**src/design/ssva_defs.vh**
```
// Offsets, field positions and reset values of the second stream attribute bank
`ifndef SSVA_DEFS_VH
`define SSVA_DEFS_VH

`define SSVA_OFS_HTOTAL      16'h0500
`define SSVA_OFS_VTOTAL      16'h0504
`define SSVA_OFS_POLARITY    16'h0508
`define SSVA_OFS_HSWIDTH     16'h050C
`define SSVA_OFS_VSWIDTH     16'h0510
`define SSVA_OFS_HRES        16'h0514
`define SSVA_OFS_VRES        16'h0518
`define SSVA_OFS_HSTART      16'h051C
`define SSVA_OFS_VSTART      16'h0520
`define SSVA_OFS_ATTR0       16'h0524
`define SSVA_OFS_ATTR1       16'h0528
`define SSVA_OFS_RATIO_NUM   16'h052C
`define SSVA_OFS_TU_LEN      16'h0530
`define SSVA_OFS_RATIO_DEN   16'h0534
`define SSVA_OFS_PIX_WIDTH   16'h0538

`define SSVA_BIT_HSYNC_POL   0
`define SSVA_BIT_VSYNC_POL   1
`define SSVA_BIT_SYNC_CLK    0
`define SSVA_BIT_INTERLACE   0

`define SSVA_TU_LEN_RESET    7'h40
`define SSVA_PIX_ONE         3'h1
`define SSVA_PIX_TWO         3'h2
`define SSVA_PIX_FOUR        3'h4
`define SSVA_UNMAPPED_DATA   32'h00000000

`endif

```
**src/design/ssva_regs.v**
```verilog
// Wishbone register bank holding second stream video timing and attributes
//
// Register access over Wishbone is this design's own decision.
`timescale 1ns/1ps
`include "ssva_defs.vh"

module ssva_regs
(
   // Clock and reset
   input  wire        ref_clk,
   input  wire        rst,
   // Wishbone slave
   input  wire        wb_cyc_i,
   input  wire        wb_stb_i,
   input  wire        wb_we_i,
   input  wire [15:0] wb_adr_i,
   input  wire [3:0]  wb_sel_i,
   input  wire [31:0] wb_dat_i,
   output reg  [31:0] wb_dat_o,
   output reg         wb_ack_o,
   // Timing settings to framing logic
   output reg  [15:0] horizontal_total,
   output reg  [15:0] vertical_total,
   output reg  [1:0]  sync_polarity,
   output reg  [14:0] hsync_width,
   output reg  [14:0] vsync_width,
   output reg  [15:0] horizontal_resolution,
   output reg  [15:0] vertical_resolution,
   output reg  [15:0] horizontal_start,
   output reg  [15:0] vertical_start,
   // Attribute settings
   output reg  [7:0]  attribute_byte_zero,
   output reg  [7:0]  attribute_byte_one,
   output reg  [23:0] video_ratio_numerator,
   output reg  [23:0] video_ratio_denominator,
   output reg  [6:0]  transfer_unit_length,
   output reg  [2:0]  input_pixel_width,
   // Decoded status for framing logic
   output reg         sync_clock_mode,
   output reg  [2:0]  pixels_per_clock,
   output reg         pixel_width_valid
);

   // Byte-lane merge of write data into an old value
   function [31:0] merge_lanes;
      input [31:0] old_val;
      input [31:0] new_val;
      input [3:0]  sel;
      integer      i;
      begin
         merge_lanes = old_val;
         for (i = 0; i < 4; i = i + 1)
            if (sel[i])
               merge_lanes[i*8 +: 8] = new_val[i*8 +: 8];
      end
   endfunction

   // Pixels per clock from the width code; zero when the code is not legal
   function [2:0] pixel_count;
      input [2:0] code;
      begin
         case (code)
            `SSVA_PIX_ONE:  pixel_count = 3'h1;
            `SSVA_PIX_TWO:  pixel_count = 3'h2;
            `SSVA_PIX_FOUR: pixel_count = 3'h4;
            default:        pixel_count = 3'h0;
         endcase
      end
   endfunction

   // Write strobe for one register; shared by every register process
   function write_hit;
      input        strobe;
      input [15:0] adr;
      input [15:0] ofs;
      begin
         write_hit = strobe & (adr == ofs);
      end
   endfunction

   wire        access;
   wire        wr_en;
   reg  [31:0] rd_val;
   reg  [31:0] wr_val;

   // Single-cycle answer; ack low in the cycle after it so each access acks once
   assign access = wb_cyc_i & wb_stb_i & ~wb_ack_o;
   assign wr_en  = access & wb_we_i;

   // Read mux; narrow registers zero-extended, unmapped reads zero
   always @*
   begin
      case (wb_adr_i)
         `SSVA_OFS_HTOTAL:    rd_val = {16'h0000, horizontal_total};
         `SSVA_OFS_VTOTAL:    rd_val = {16'h0000, vertical_total};
         `SSVA_OFS_POLARITY:  rd_val = {30'h0, sync_polarity};
         `SSVA_OFS_HSWIDTH:   rd_val = {17'h0, hsync_width};
         `SSVA_OFS_VSWIDTH:   rd_val = {17'h0, vsync_width};
         `SSVA_OFS_HRES:      rd_val = {16'h0000, horizontal_resolution};
         `SSVA_OFS_VRES:      rd_val = {16'h0000, vertical_resolution};
         `SSVA_OFS_HSTART:    rd_val = {16'h0000, horizontal_start};
         `SSVA_OFS_VSTART:    rd_val = {16'h0000, vertical_start};
         `SSVA_OFS_ATTR0:     rd_val = {24'h000000, attribute_byte_zero};
         `SSVA_OFS_ATTR1:     rd_val = {24'h000000, attribute_byte_one};
         `SSVA_OFS_RATIO_NUM: rd_val = {8'h00, video_ratio_numerator};
         `SSVA_OFS_TU_LEN:    rd_val = {25'h0, transfer_unit_length};
         `SSVA_OFS_RATIO_DEN: rd_val = {8'h00, video_ratio_denominator};
         `SSVA_OFS_PIX_WIDTH: rd_val = {29'h0, input_pixel_width};
         default:             rd_val = `SSVA_UNMAPPED_DATA;
      endcase
   end

   // Incoming write merged over the current contents by byte lane
   always @*
   begin
      wr_val = merge_lanes(rd_val, wb_dat_i, wb_sel_i);
   end

   // Bus answer; unmapped addresses ack too, so a stray access never hangs
   always @(posedge ref_clk)
   begin
      if (rst)
      begin
         wb_ack_o <= 1'b0;
         wb_dat_o <= 32'h00000000;
      end
      else
      begin
         wb_ack_o <= access;
         wb_dat_o <= access ? rd_val : 32'h00000000;
      end
   end

   // Line total in clocks; framing reads it on every line
   always @(posedge ref_clk)
   begin
      if (rst)
      begin
         horizontal_total <= 16'h0000;
      end
      else if (write_hit(wr_en, wb_adr_i, `SSVA_OFS_HTOTAL))
      begin
         horizontal_total <= wr_val[15:0];
      end
   end

   // Frame total in lines
   always @(posedge ref_clk)
   begin
      if (rst)
      begin
         vertical_total <= 16'h0000;
      end
      else if (write_hit(wr_en, wb_adr_i, `SSVA_OFS_VTOTAL))
      begin
         vertical_total <= wr_val[15:0];
      end
   end

   // Sync polarities, vertical in bit 1 and horizontal in bit 0
   always @(posedge ref_clk)
   begin
      if (rst)
      begin
         sync_polarity <= 2'h0;
      end
      else if (write_hit(wr_en, wb_adr_i, `SSVA_OFS_POLARITY))
      begin
         sync_polarity <= wr_val[1:0];
      end
   end

   // Horizontal sync width in clocks; bit 15 has no storage
   always @(posedge ref_clk)
   begin
      if (rst)
      begin
         hsync_width <= 15'h0;
      end
      else if (write_hit(wr_en, wb_adr_i, `SSVA_OFS_HSWIDTH))
      begin
         hsync_width <= wr_val[14:0];
      end
   end

   // Vertical sync width in lines
   always @(posedge ref_clk)
   begin
      if (rst)
      begin
         vsync_width <= 15'h0;
      end
      else if (write_hit(wr_en, wb_adr_i, `SSVA_OFS_VSWIDTH))
      begin
         vsync_width <= wr_val[14:0];
      end
   end

   // Active pixels per line
   always @(posedge ref_clk)
   begin
      if (rst)
      begin
         horizontal_resolution <= 16'h0000;
      end
      else if (write_hit(wr_en, wb_adr_i, `SSVA_OFS_HRES))
      begin
         horizontal_resolution <= wr_val[15:0];
      end
   end

   // Active lines per frame
   always @(posedge ref_clk)
   begin
      if (rst)
      begin
         vertical_resolution <= 16'h0000;
      end
      else if (write_hit(wr_en, wb_adr_i, `SSVA_OFS_VRES))
      begin
         vertical_resolution <= wr_val[15:0];
      end
   end

   // Clocks from horizontal sync edge to first active pixel
   always @(posedge ref_clk)
   begin
      if (rst)
      begin
         horizontal_start <= 16'h0000;
      end
      else if (write_hit(wr_en, wb_adr_i, `SSVA_OFS_HSTART))
      begin
         horizontal_start <= wr_val[15:0];
      end
   end

   // Lines from vertical sync edge to first active line
   always @(posedge ref_clk)
   begin
      if (rst)
      begin
         vertical_start <= 16'h0000;
      end
      else if (write_hit(wr_en, wb_adr_i, `SSVA_OFS_VSTART))
      begin
         vertical_start <= wr_val[15:0];
      end
   end

   // First attribute byte; bit 0 picks synchronous clocking
   always @(posedge ref_clk)
   begin
      if (rst)
      begin
         attribute_byte_zero <= 8'h00;
      end
      else if (write_hit(wr_en, wb_adr_i, `SSVA_OFS_ATTR0))
      begin
         attribute_byte_zero <= wr_val[7:0];
      end
   end

   // Second attribute byte; bit 7 and reserved bits 6:3 stored as written
   always @(posedge ref_clk)
   begin
      if (rst)
      begin
         attribute_byte_one <= 8'h00;
      end
      else if (write_hit(wr_en, wb_adr_i, `SSVA_OFS_ATTR1))
      begin
         attribute_byte_one <= wr_val[7:0];
      end
   end

   // Ratio numerator; only software writes it, async ratio lives elsewhere
   always @(posedge ref_clk)
   begin
      if (rst)
      begin
         video_ratio_numerator <= 24'h000000;
      end
      else if (write_hit(wr_en, wb_adr_i, `SSVA_OFS_RATIO_NUM))
      begin
         video_ratio_numerator <= wr_val[23:0];
      end
   end

   // Unit length; bit 0 held low so it stays even, range left to software
   always @(posedge ref_clk)
   begin
      if (rst)
      begin
         transfer_unit_length <= `SSVA_TU_LEN_RESET;
      end
      else if (write_hit(wr_en, wb_adr_i, `SSVA_OFS_TU_LEN))
      begin
         transfer_unit_length <= {wr_val[6:1], 1'b0};
      end
   end

   // Ratio denominator; hardware never overwrites it, so readback is exact
   always @(posedge ref_clk)
   begin
      if (rst)
      begin
         video_ratio_denominator <= 24'h000000;
      end
      else if (write_hit(wr_en, wb_adr_i, `SSVA_OFS_RATIO_DEN))
      begin
         video_ratio_denominator <= wr_val[23:0];
      end
   end

   // Pixel width code; illegal codes kept so software reads back its value
   always @(posedge ref_clk)
   begin
      if (rst)
      begin
         input_pixel_width <= 3'h0;
      end
      else if (write_hit(wr_en, wb_adr_i, `SSVA_OFS_PIX_WIDTH))
      begin
         input_pixel_width <= wr_val[2:0];
      end
   end

   // Decoded views for the framing logic, registered so outputs come from flops
   always @(posedge ref_clk)
   begin
      if (rst)
      begin
         sync_clock_mode   <= 1'b0;
         pixels_per_clock  <= 3'h0;
         pixel_width_valid <= 1'b0;
      end
      else
      begin
         sync_clock_mode   <= attribute_byte_zero[`SSVA_BIT_SYNC_CLK];
         pixels_per_clock  <= pixel_count(input_pixel_width);
         pixel_width_valid <= |pixel_count(input_pixel_width);
      end
   end

endmodule
```
**config.mk**
```make
export PLATFORM = sky130hd
export DESIGN_NAME = ssva_regs
export DESIGN_NICKNAME = d
export VERILOG_FILES = /design/src/design/ssva_regs.v
export VERILOG_INCLUDE_DIRS = /design/src /design/src/design
export SDC_FILE = /design/constraint.sdc
export NUM_CORES = 1
export LEC_CHECK = 0
export BUFFER_PORTS_ARGS = -buffer_cell sky130_fd_sc_hd__buf_2
export CAP_MARGIN = 5
export CORE_AREA = 2 2 181 147
export DETAILED_ROUTE_END_ITERATION = 6
export DIE_AREA = 0 0 183 149
export PLACE_DENSITY = 0.67
export SLEW_MARGIN = 20
export SYNTH_ARGS = -nofsm -noshare
export SYNTH_HDL_FRONTEND = slang
export SYNTH_SLANG_ARGS = --single-unit
```
**constraint.sdc**
```tcl
create_clock -name ref_clk -period 3.15 [get_ports ref_clk]
set_input_delay 0.63 -clock ref_clk [delete_from_list [all_inputs] [get_ports ref_clk]]
set_output_delay 0.63 -clock ref_clk [all_outputs]
set_load 0.02 [all_outputs]
```
== Word level (Yosys, flattened, before mapping) ==
Cells that the tools add are included.

* Register bits: 239
* Output and inout port bits: 240

* Eq/ne operators: 18
* Muxes and demuxes: 6
* Bitwise operators: 20
* Reduce and logical (&&, ||, !) cells: 2

{| class="wikitable"
|+ Operators by type and width
! operator !! number
|-
| case mux 24 bit (15 select lines) || 1
|-
| == test 16 x 11 -> 1 bit (second input constant) || 15
|-
| 2-to-1 mux 8 bit || 3
|-
| AND 1 bit || 18
|-
| case mux 3 bit (3 select lines) || 1
|-
| == test 3 x 1 -> 1 bit (second input constant) || 1
|-
| == test 3 x 2 -> 1 bit (second input constant) || 1
|-
| == test 3 bit (second input constant) || 1
|-
| 2-to-1 mux 3 bit || 1
|-
| OR reduction 3 bit || 1
|-
| NOT 1 bit || 2
|-
| OR reduction 2 bit || 1
|}

== Longest topological paths before layout ==
* Depth after elaboration: 4
* Depth in mapped cells: 11
* Mapped depth without buffers: 7

== Least setup slack after synthesis ==
OpenSTA, ideal clock, no wires.

* Path type: input to register
* From: input wb_adr_i[13]
* To: register attribute_byte_one[6]
* Data arrival time: 2.807 ns
* Setup slack: 0.270 ns
* Stages on the path: 11
* Cell sequence: or4_4 buf_6 buf_6 buf_6 nor4_1 a222oi_1 nand2_1 nor2_1 or3_1 buf_2 o21ai_1

* Longest elaborated chain between the ends: 3
* Elaborated cells between the ends (all ways): 18

{| class="wikitable"
|+ RTL lines
! item !! RTL line !! text
|-
| start, declared || ssva_regs.v:16 || <nowiki>input wire [15:0] wb_adr_i,</nowiki>
|-
| == test 16 x 11 -> 1 bit (on tied branches) || ssva_regs.v:93, ssva_regs.v:77 ||
|-
| case mux 24 bit (15 select lines) || ssva_regs.v:93 || <nowiki>case (wb_adr_i)</nowiki>
|-
| 2-to-1 mux 8 bit || ssva_regs.v:53 || <nowiki>if (sel[i])</nowiki>
|-
| end signal, assigned || ssva_regs.v:273 || <nowiki>attribute_byte_one <= wr_val[7:0];</nowiki>
|-
| end, declared || ssva_regs.v:33 || <nowiki>output reg [7:0] attribute_byte_one,</nowiki>
|}

Several ways; a longest one is shown, not always the timed one.
A chain may end at the register's enable or synchronous reset.

== Worst setup path in the final report ==
* From: input wb_adr_i[13]
* To: register vertical_start[3]

* Longest elaborated chain between the ends: 3
* Elaborated cells between the ends (all ways): 18

{| class="wikitable"
|+ RTL lines
! item !! RTL line !! text
|-
| == test 16 x 11 -> 1 bit (on tied branches) || ssva_regs.v:93, ssva_regs.v:77 ||
|-
| case mux 24 bit (15 select lines) || ssva_regs.v:93 ||
|-
| 2-to-1 mux 8 bit || ssva_regs.v:53 ||
|-
| end signal, assigned || ssva_regs.v:247 || <nowiki>vertical_start <= wr_val[15:0];</nowiki>
|-
| end, declared || ssva_regs.v:30 || <nowiki>output reg [15:0] vertical_start,</nowiki>
|}

Several ways; a longest one is shown, not always the timed one.

==> impl_metrics.yaml <==
grt:
  grt_pass1_wl_um: 59600
  grt-ovfl-total: 0
  grt_max_degree: 89
  antenna_found_initial: 0
  grt_pass1_vias: 9411
  track_usage_pct: 28.70
cells_and_area:
  fillCellCount: 2465
  drive_gt1_share_pct: 34.22
  area_growth_pct: 34.21
  diodes: 0
  final_nets: 1508
  final_cells: 1797
timing:
  layout_min_cycle_time_ps: 2874
  finalHoldViolations: 0
  tns_ps: 0
  worstMarginPinSlew_ps: 842.1
  whs_ps: 468.9
  fmax_mhz: 347.9
  max_slew_margin_pct: 43.86
  rsz0062_at_grt: "false"
  fin_skew_ps: 12.01
  fin_crit_sh_pct: 91.24
  slew_viol_final: 0
  finalSetupViolCount: 0
clock_tree:
  cts-resized-gates: 0
  clkSinkCount: 231
  cts_hold_buf: 0
  cts_root_buffer: "clkbuf_16"
  cts-htree-levels: 1
  clkSlewWorstSetupHoldPaths_ps: 60
  clk_latency_ps: 530
  post_cts_buffers: 0
  clk_path_buf_depth: 3
  tritoncts: "yes"
  numCtsBuffers: 24
yosys:
  ys_warn_count: 0
  synthTopCellsByArea: "dfxtp_1, nand3b_1, o21ai_0"
  ys_seq_area_share_pct: 45.91
  netlist_instances: 1098
  syn-cell-area_um2: 10070
  synth_top_area_share_pct: 45.91
  ys_async_sr_fraction_pct: 0
  synth_cell_types: 57
  synth-main-ff-cell: "dfxtp_1"
  ys_seq_elements: 231
  synth-edff-count: 0
  synth_top_area_cell: "dfxtp_1"
  avgSynthCellArea_um2: 9.174
power:
  switchingPower_mw: 1.389
  power_frac_clock_pct: 47.9
  switching_share_pct: 22.22
  ir_drop_mv: 0.3482
  p_comb_share_pct: 5.4
  p_int_mw: 4.862
  p_seq_share_pct: 46.7
  p_leak_nw: 5.787
  power_density_nw_per_um2: 462.4
critical_path:
  cp_slowest_cell: "or4_4"
  critPathArrivalTime_ps: 3300
  cp_max_fo: 22
  cp_cell_sequence: "buf_2 -> or4_4 -> buf_12 -> nor4_2 -> buf_4 -> a22o_1 -> a221oi_1 -> and3_1 -> a221o_1 -> buf_12 -> o21ai_0"
  cp.required_ps: 3570
  worstSetupPathType: "in -> reg"
  cp-start-kind: "primary input"
  worst_path_most_repeated_cell: "buf_12"
  worstSetupEndpointType: "flop"
  slowest_delay_ps: 540
route:
  drtAntennaViolNets: 0
  highest_layer: "met4"
  routed_wl_um: 40320
  dr_wl_met3_um: 4457
  wl_met1_um: 18650
  wl_met2_um: 16480
  first_pass_iters: 7
  vias: 10408
  drtIter0Drc: 1162
  vias_per_cell: 5.792
  route.detailed.wl_per_inst_um: 22.44
  remaining_drc_errors: 0
die:
  die_y_um: 149
  io_pins: 297
  dieWidth_um: 183
  row_count: 53
  initial_core_util_pct: 39.15
  core_um2: 25730
  die-area_um2: 27270
place:
  gp_congestion: 1.004
  hpwlAfterDp_um: 30070
  io_buffers: 278
  dp.cells: 1755
flow_run:
  drv_cap: 0
run_status:
  status: "complete, no violations"
min_path:
  holdCritPathClass: "reg -> reg"
power groups by stage:
stage | Sequential (mW) | Combinational (mW) | Clock [mW]
2_1_floorplan | 2.99 | 0.190 | 0
3_3_place_gp | 2.99 | 0.329 | 0
3_5_place_dp | 2.99 | 0.331 | 0
4_1_cts | 2.92 | 0.332 | 3.03
5_1_grt | 2.92 | 0.356 | 3.13
6_report | 2.92 | 0.338 | 2.99
final timing paths:
path | start | end | slack [ps] | cells after the start
worst max-delay path | wb_adr_i[13] | vertical_start[3] | 280 | 11
worst min-delay path | video_ratio_numerator[23] | video_ratio_numerator[23] | 470 | 2
worst max register to register | sync_polarity[0] | horizontal_start[0] | 880 | 8
worst min register to register | video_ratio_numerator[23] | video_ratio_numerator[23] | 470 | 2
registers in the layout (all words and copies together) (netlist names):
name,flops
wb_ack_o,1
vsync_width,15
horizontal_start,16
sync_polarity,2
vertical_resolution,16
attribute_byte_one,8
sync_clock_mode,1
pixels_per_clock,3
vertical_start,16
hsync_width,15
video_ratio_denominator,24
input_pixel_width,3
attribute_byte_zero,8
horizontal_resolution,16
video_ratio_numerator,24
transfer_unit_length,6
vertical_total,16
wb_dat_o,24
horizontal_total,16
pixel_width_valid,1
cells by family (layout without fill, tap and decap cells):
| kind of cell | count (synthesis) | count (layout) | synth area share, % |
|---|---|---|---|
| simple gates | 402 | 402 | 26.83 |
| other cells | 1 | 9 | 0.03723 |
| compound gates | 311 | 311 | 19.31 |
| flops | 231 | 231 | 45.91 |
| buf+inv | 135 | 496 | 5.999 |
| mux | 18 | 18 | 1.913 |
critical path, delay by kind of cell:
kind | cells | cell delay [ps]
AO/OA/AOI/OAI | 4 | 830
buffers and inverters | 4 | 680
AND/OR/NAND/NOR | 3 | 1120
cells in the mapped netlist (3+ instances only):
cell       number
dfxtp_1       231
nand3b_1      183
o21ai_0       123
clkbuf_1       74
nand2_1        72
o21ai_1        53
nor2_1         32
a22oi_1        31
inv_1          23
a21oi_1        20
a222oi_1       20
buf_2          18
mux2i_1        17
nor3_1         16
nand3_1        15
nor4_1         14
nor4_2         14
a211o_1        12
buf_4          12
o31ai_1        11
a22o_1          9
nand4_1         9
a31oi_1         8
a32oi_1         8
nor4_4          6
and2_1          5
buf_1           4
buf_6           4
nor4b_1         4
o2bb2ai_1       4
a221oi_1        3
nor3b_1         3
or3_1           3
or3b_2          3
or4b_1          3
cells in the final DEF, fill, tap and decap left out, drive strengths merged, types with 11 or more instances in the layout:
master / n
inv: 23
a21oi: 20
nand3: 15
nor4: 34
nor3: 18
a22oi: 31
nand3b: 183
buf: 431
nand2: 72
clkbuf: 34
o21ai: 176
a211o: 12
a222oi: 20
o31ai: 11
dfxtp: 231
mux2i: 17
nor2: 32
routing by layer:
metal / track usage, % / vias up
met5: 0 / -
met4: 5.200 / 0
met3: 5.908 / 57
met2: 41.14 / 565
met1: 44.31 / 5011
li1: - / 4775
layout make-up:
type,instances,area [um^2],area share [%]
clock buffer,34,709.4,5.248
clock inverter,8,115.1,0.8515
inverter,23,86.33,0.6386
multi-input combinational,740,4891,36.18
sequential,231,4624,34.21
tap,330,412.9,3.054
timing repair buffer,431,2680,19.82
through the flow:
stage,util [%],power (mW),area [um^2],setup WS [ps]
after detailed placement,49.34,3.317,12690,-182.7
final,52.54,6.251,13520,276.0
after global placement,49.34,3.316,12690,-156.9
after CTS,52.54,6.289,13520,303.6
after floorplan,-,3.178,10100,270.1
after global routing,52.54,6.410,13520,163.6
(Power assumes the default switching activity.)
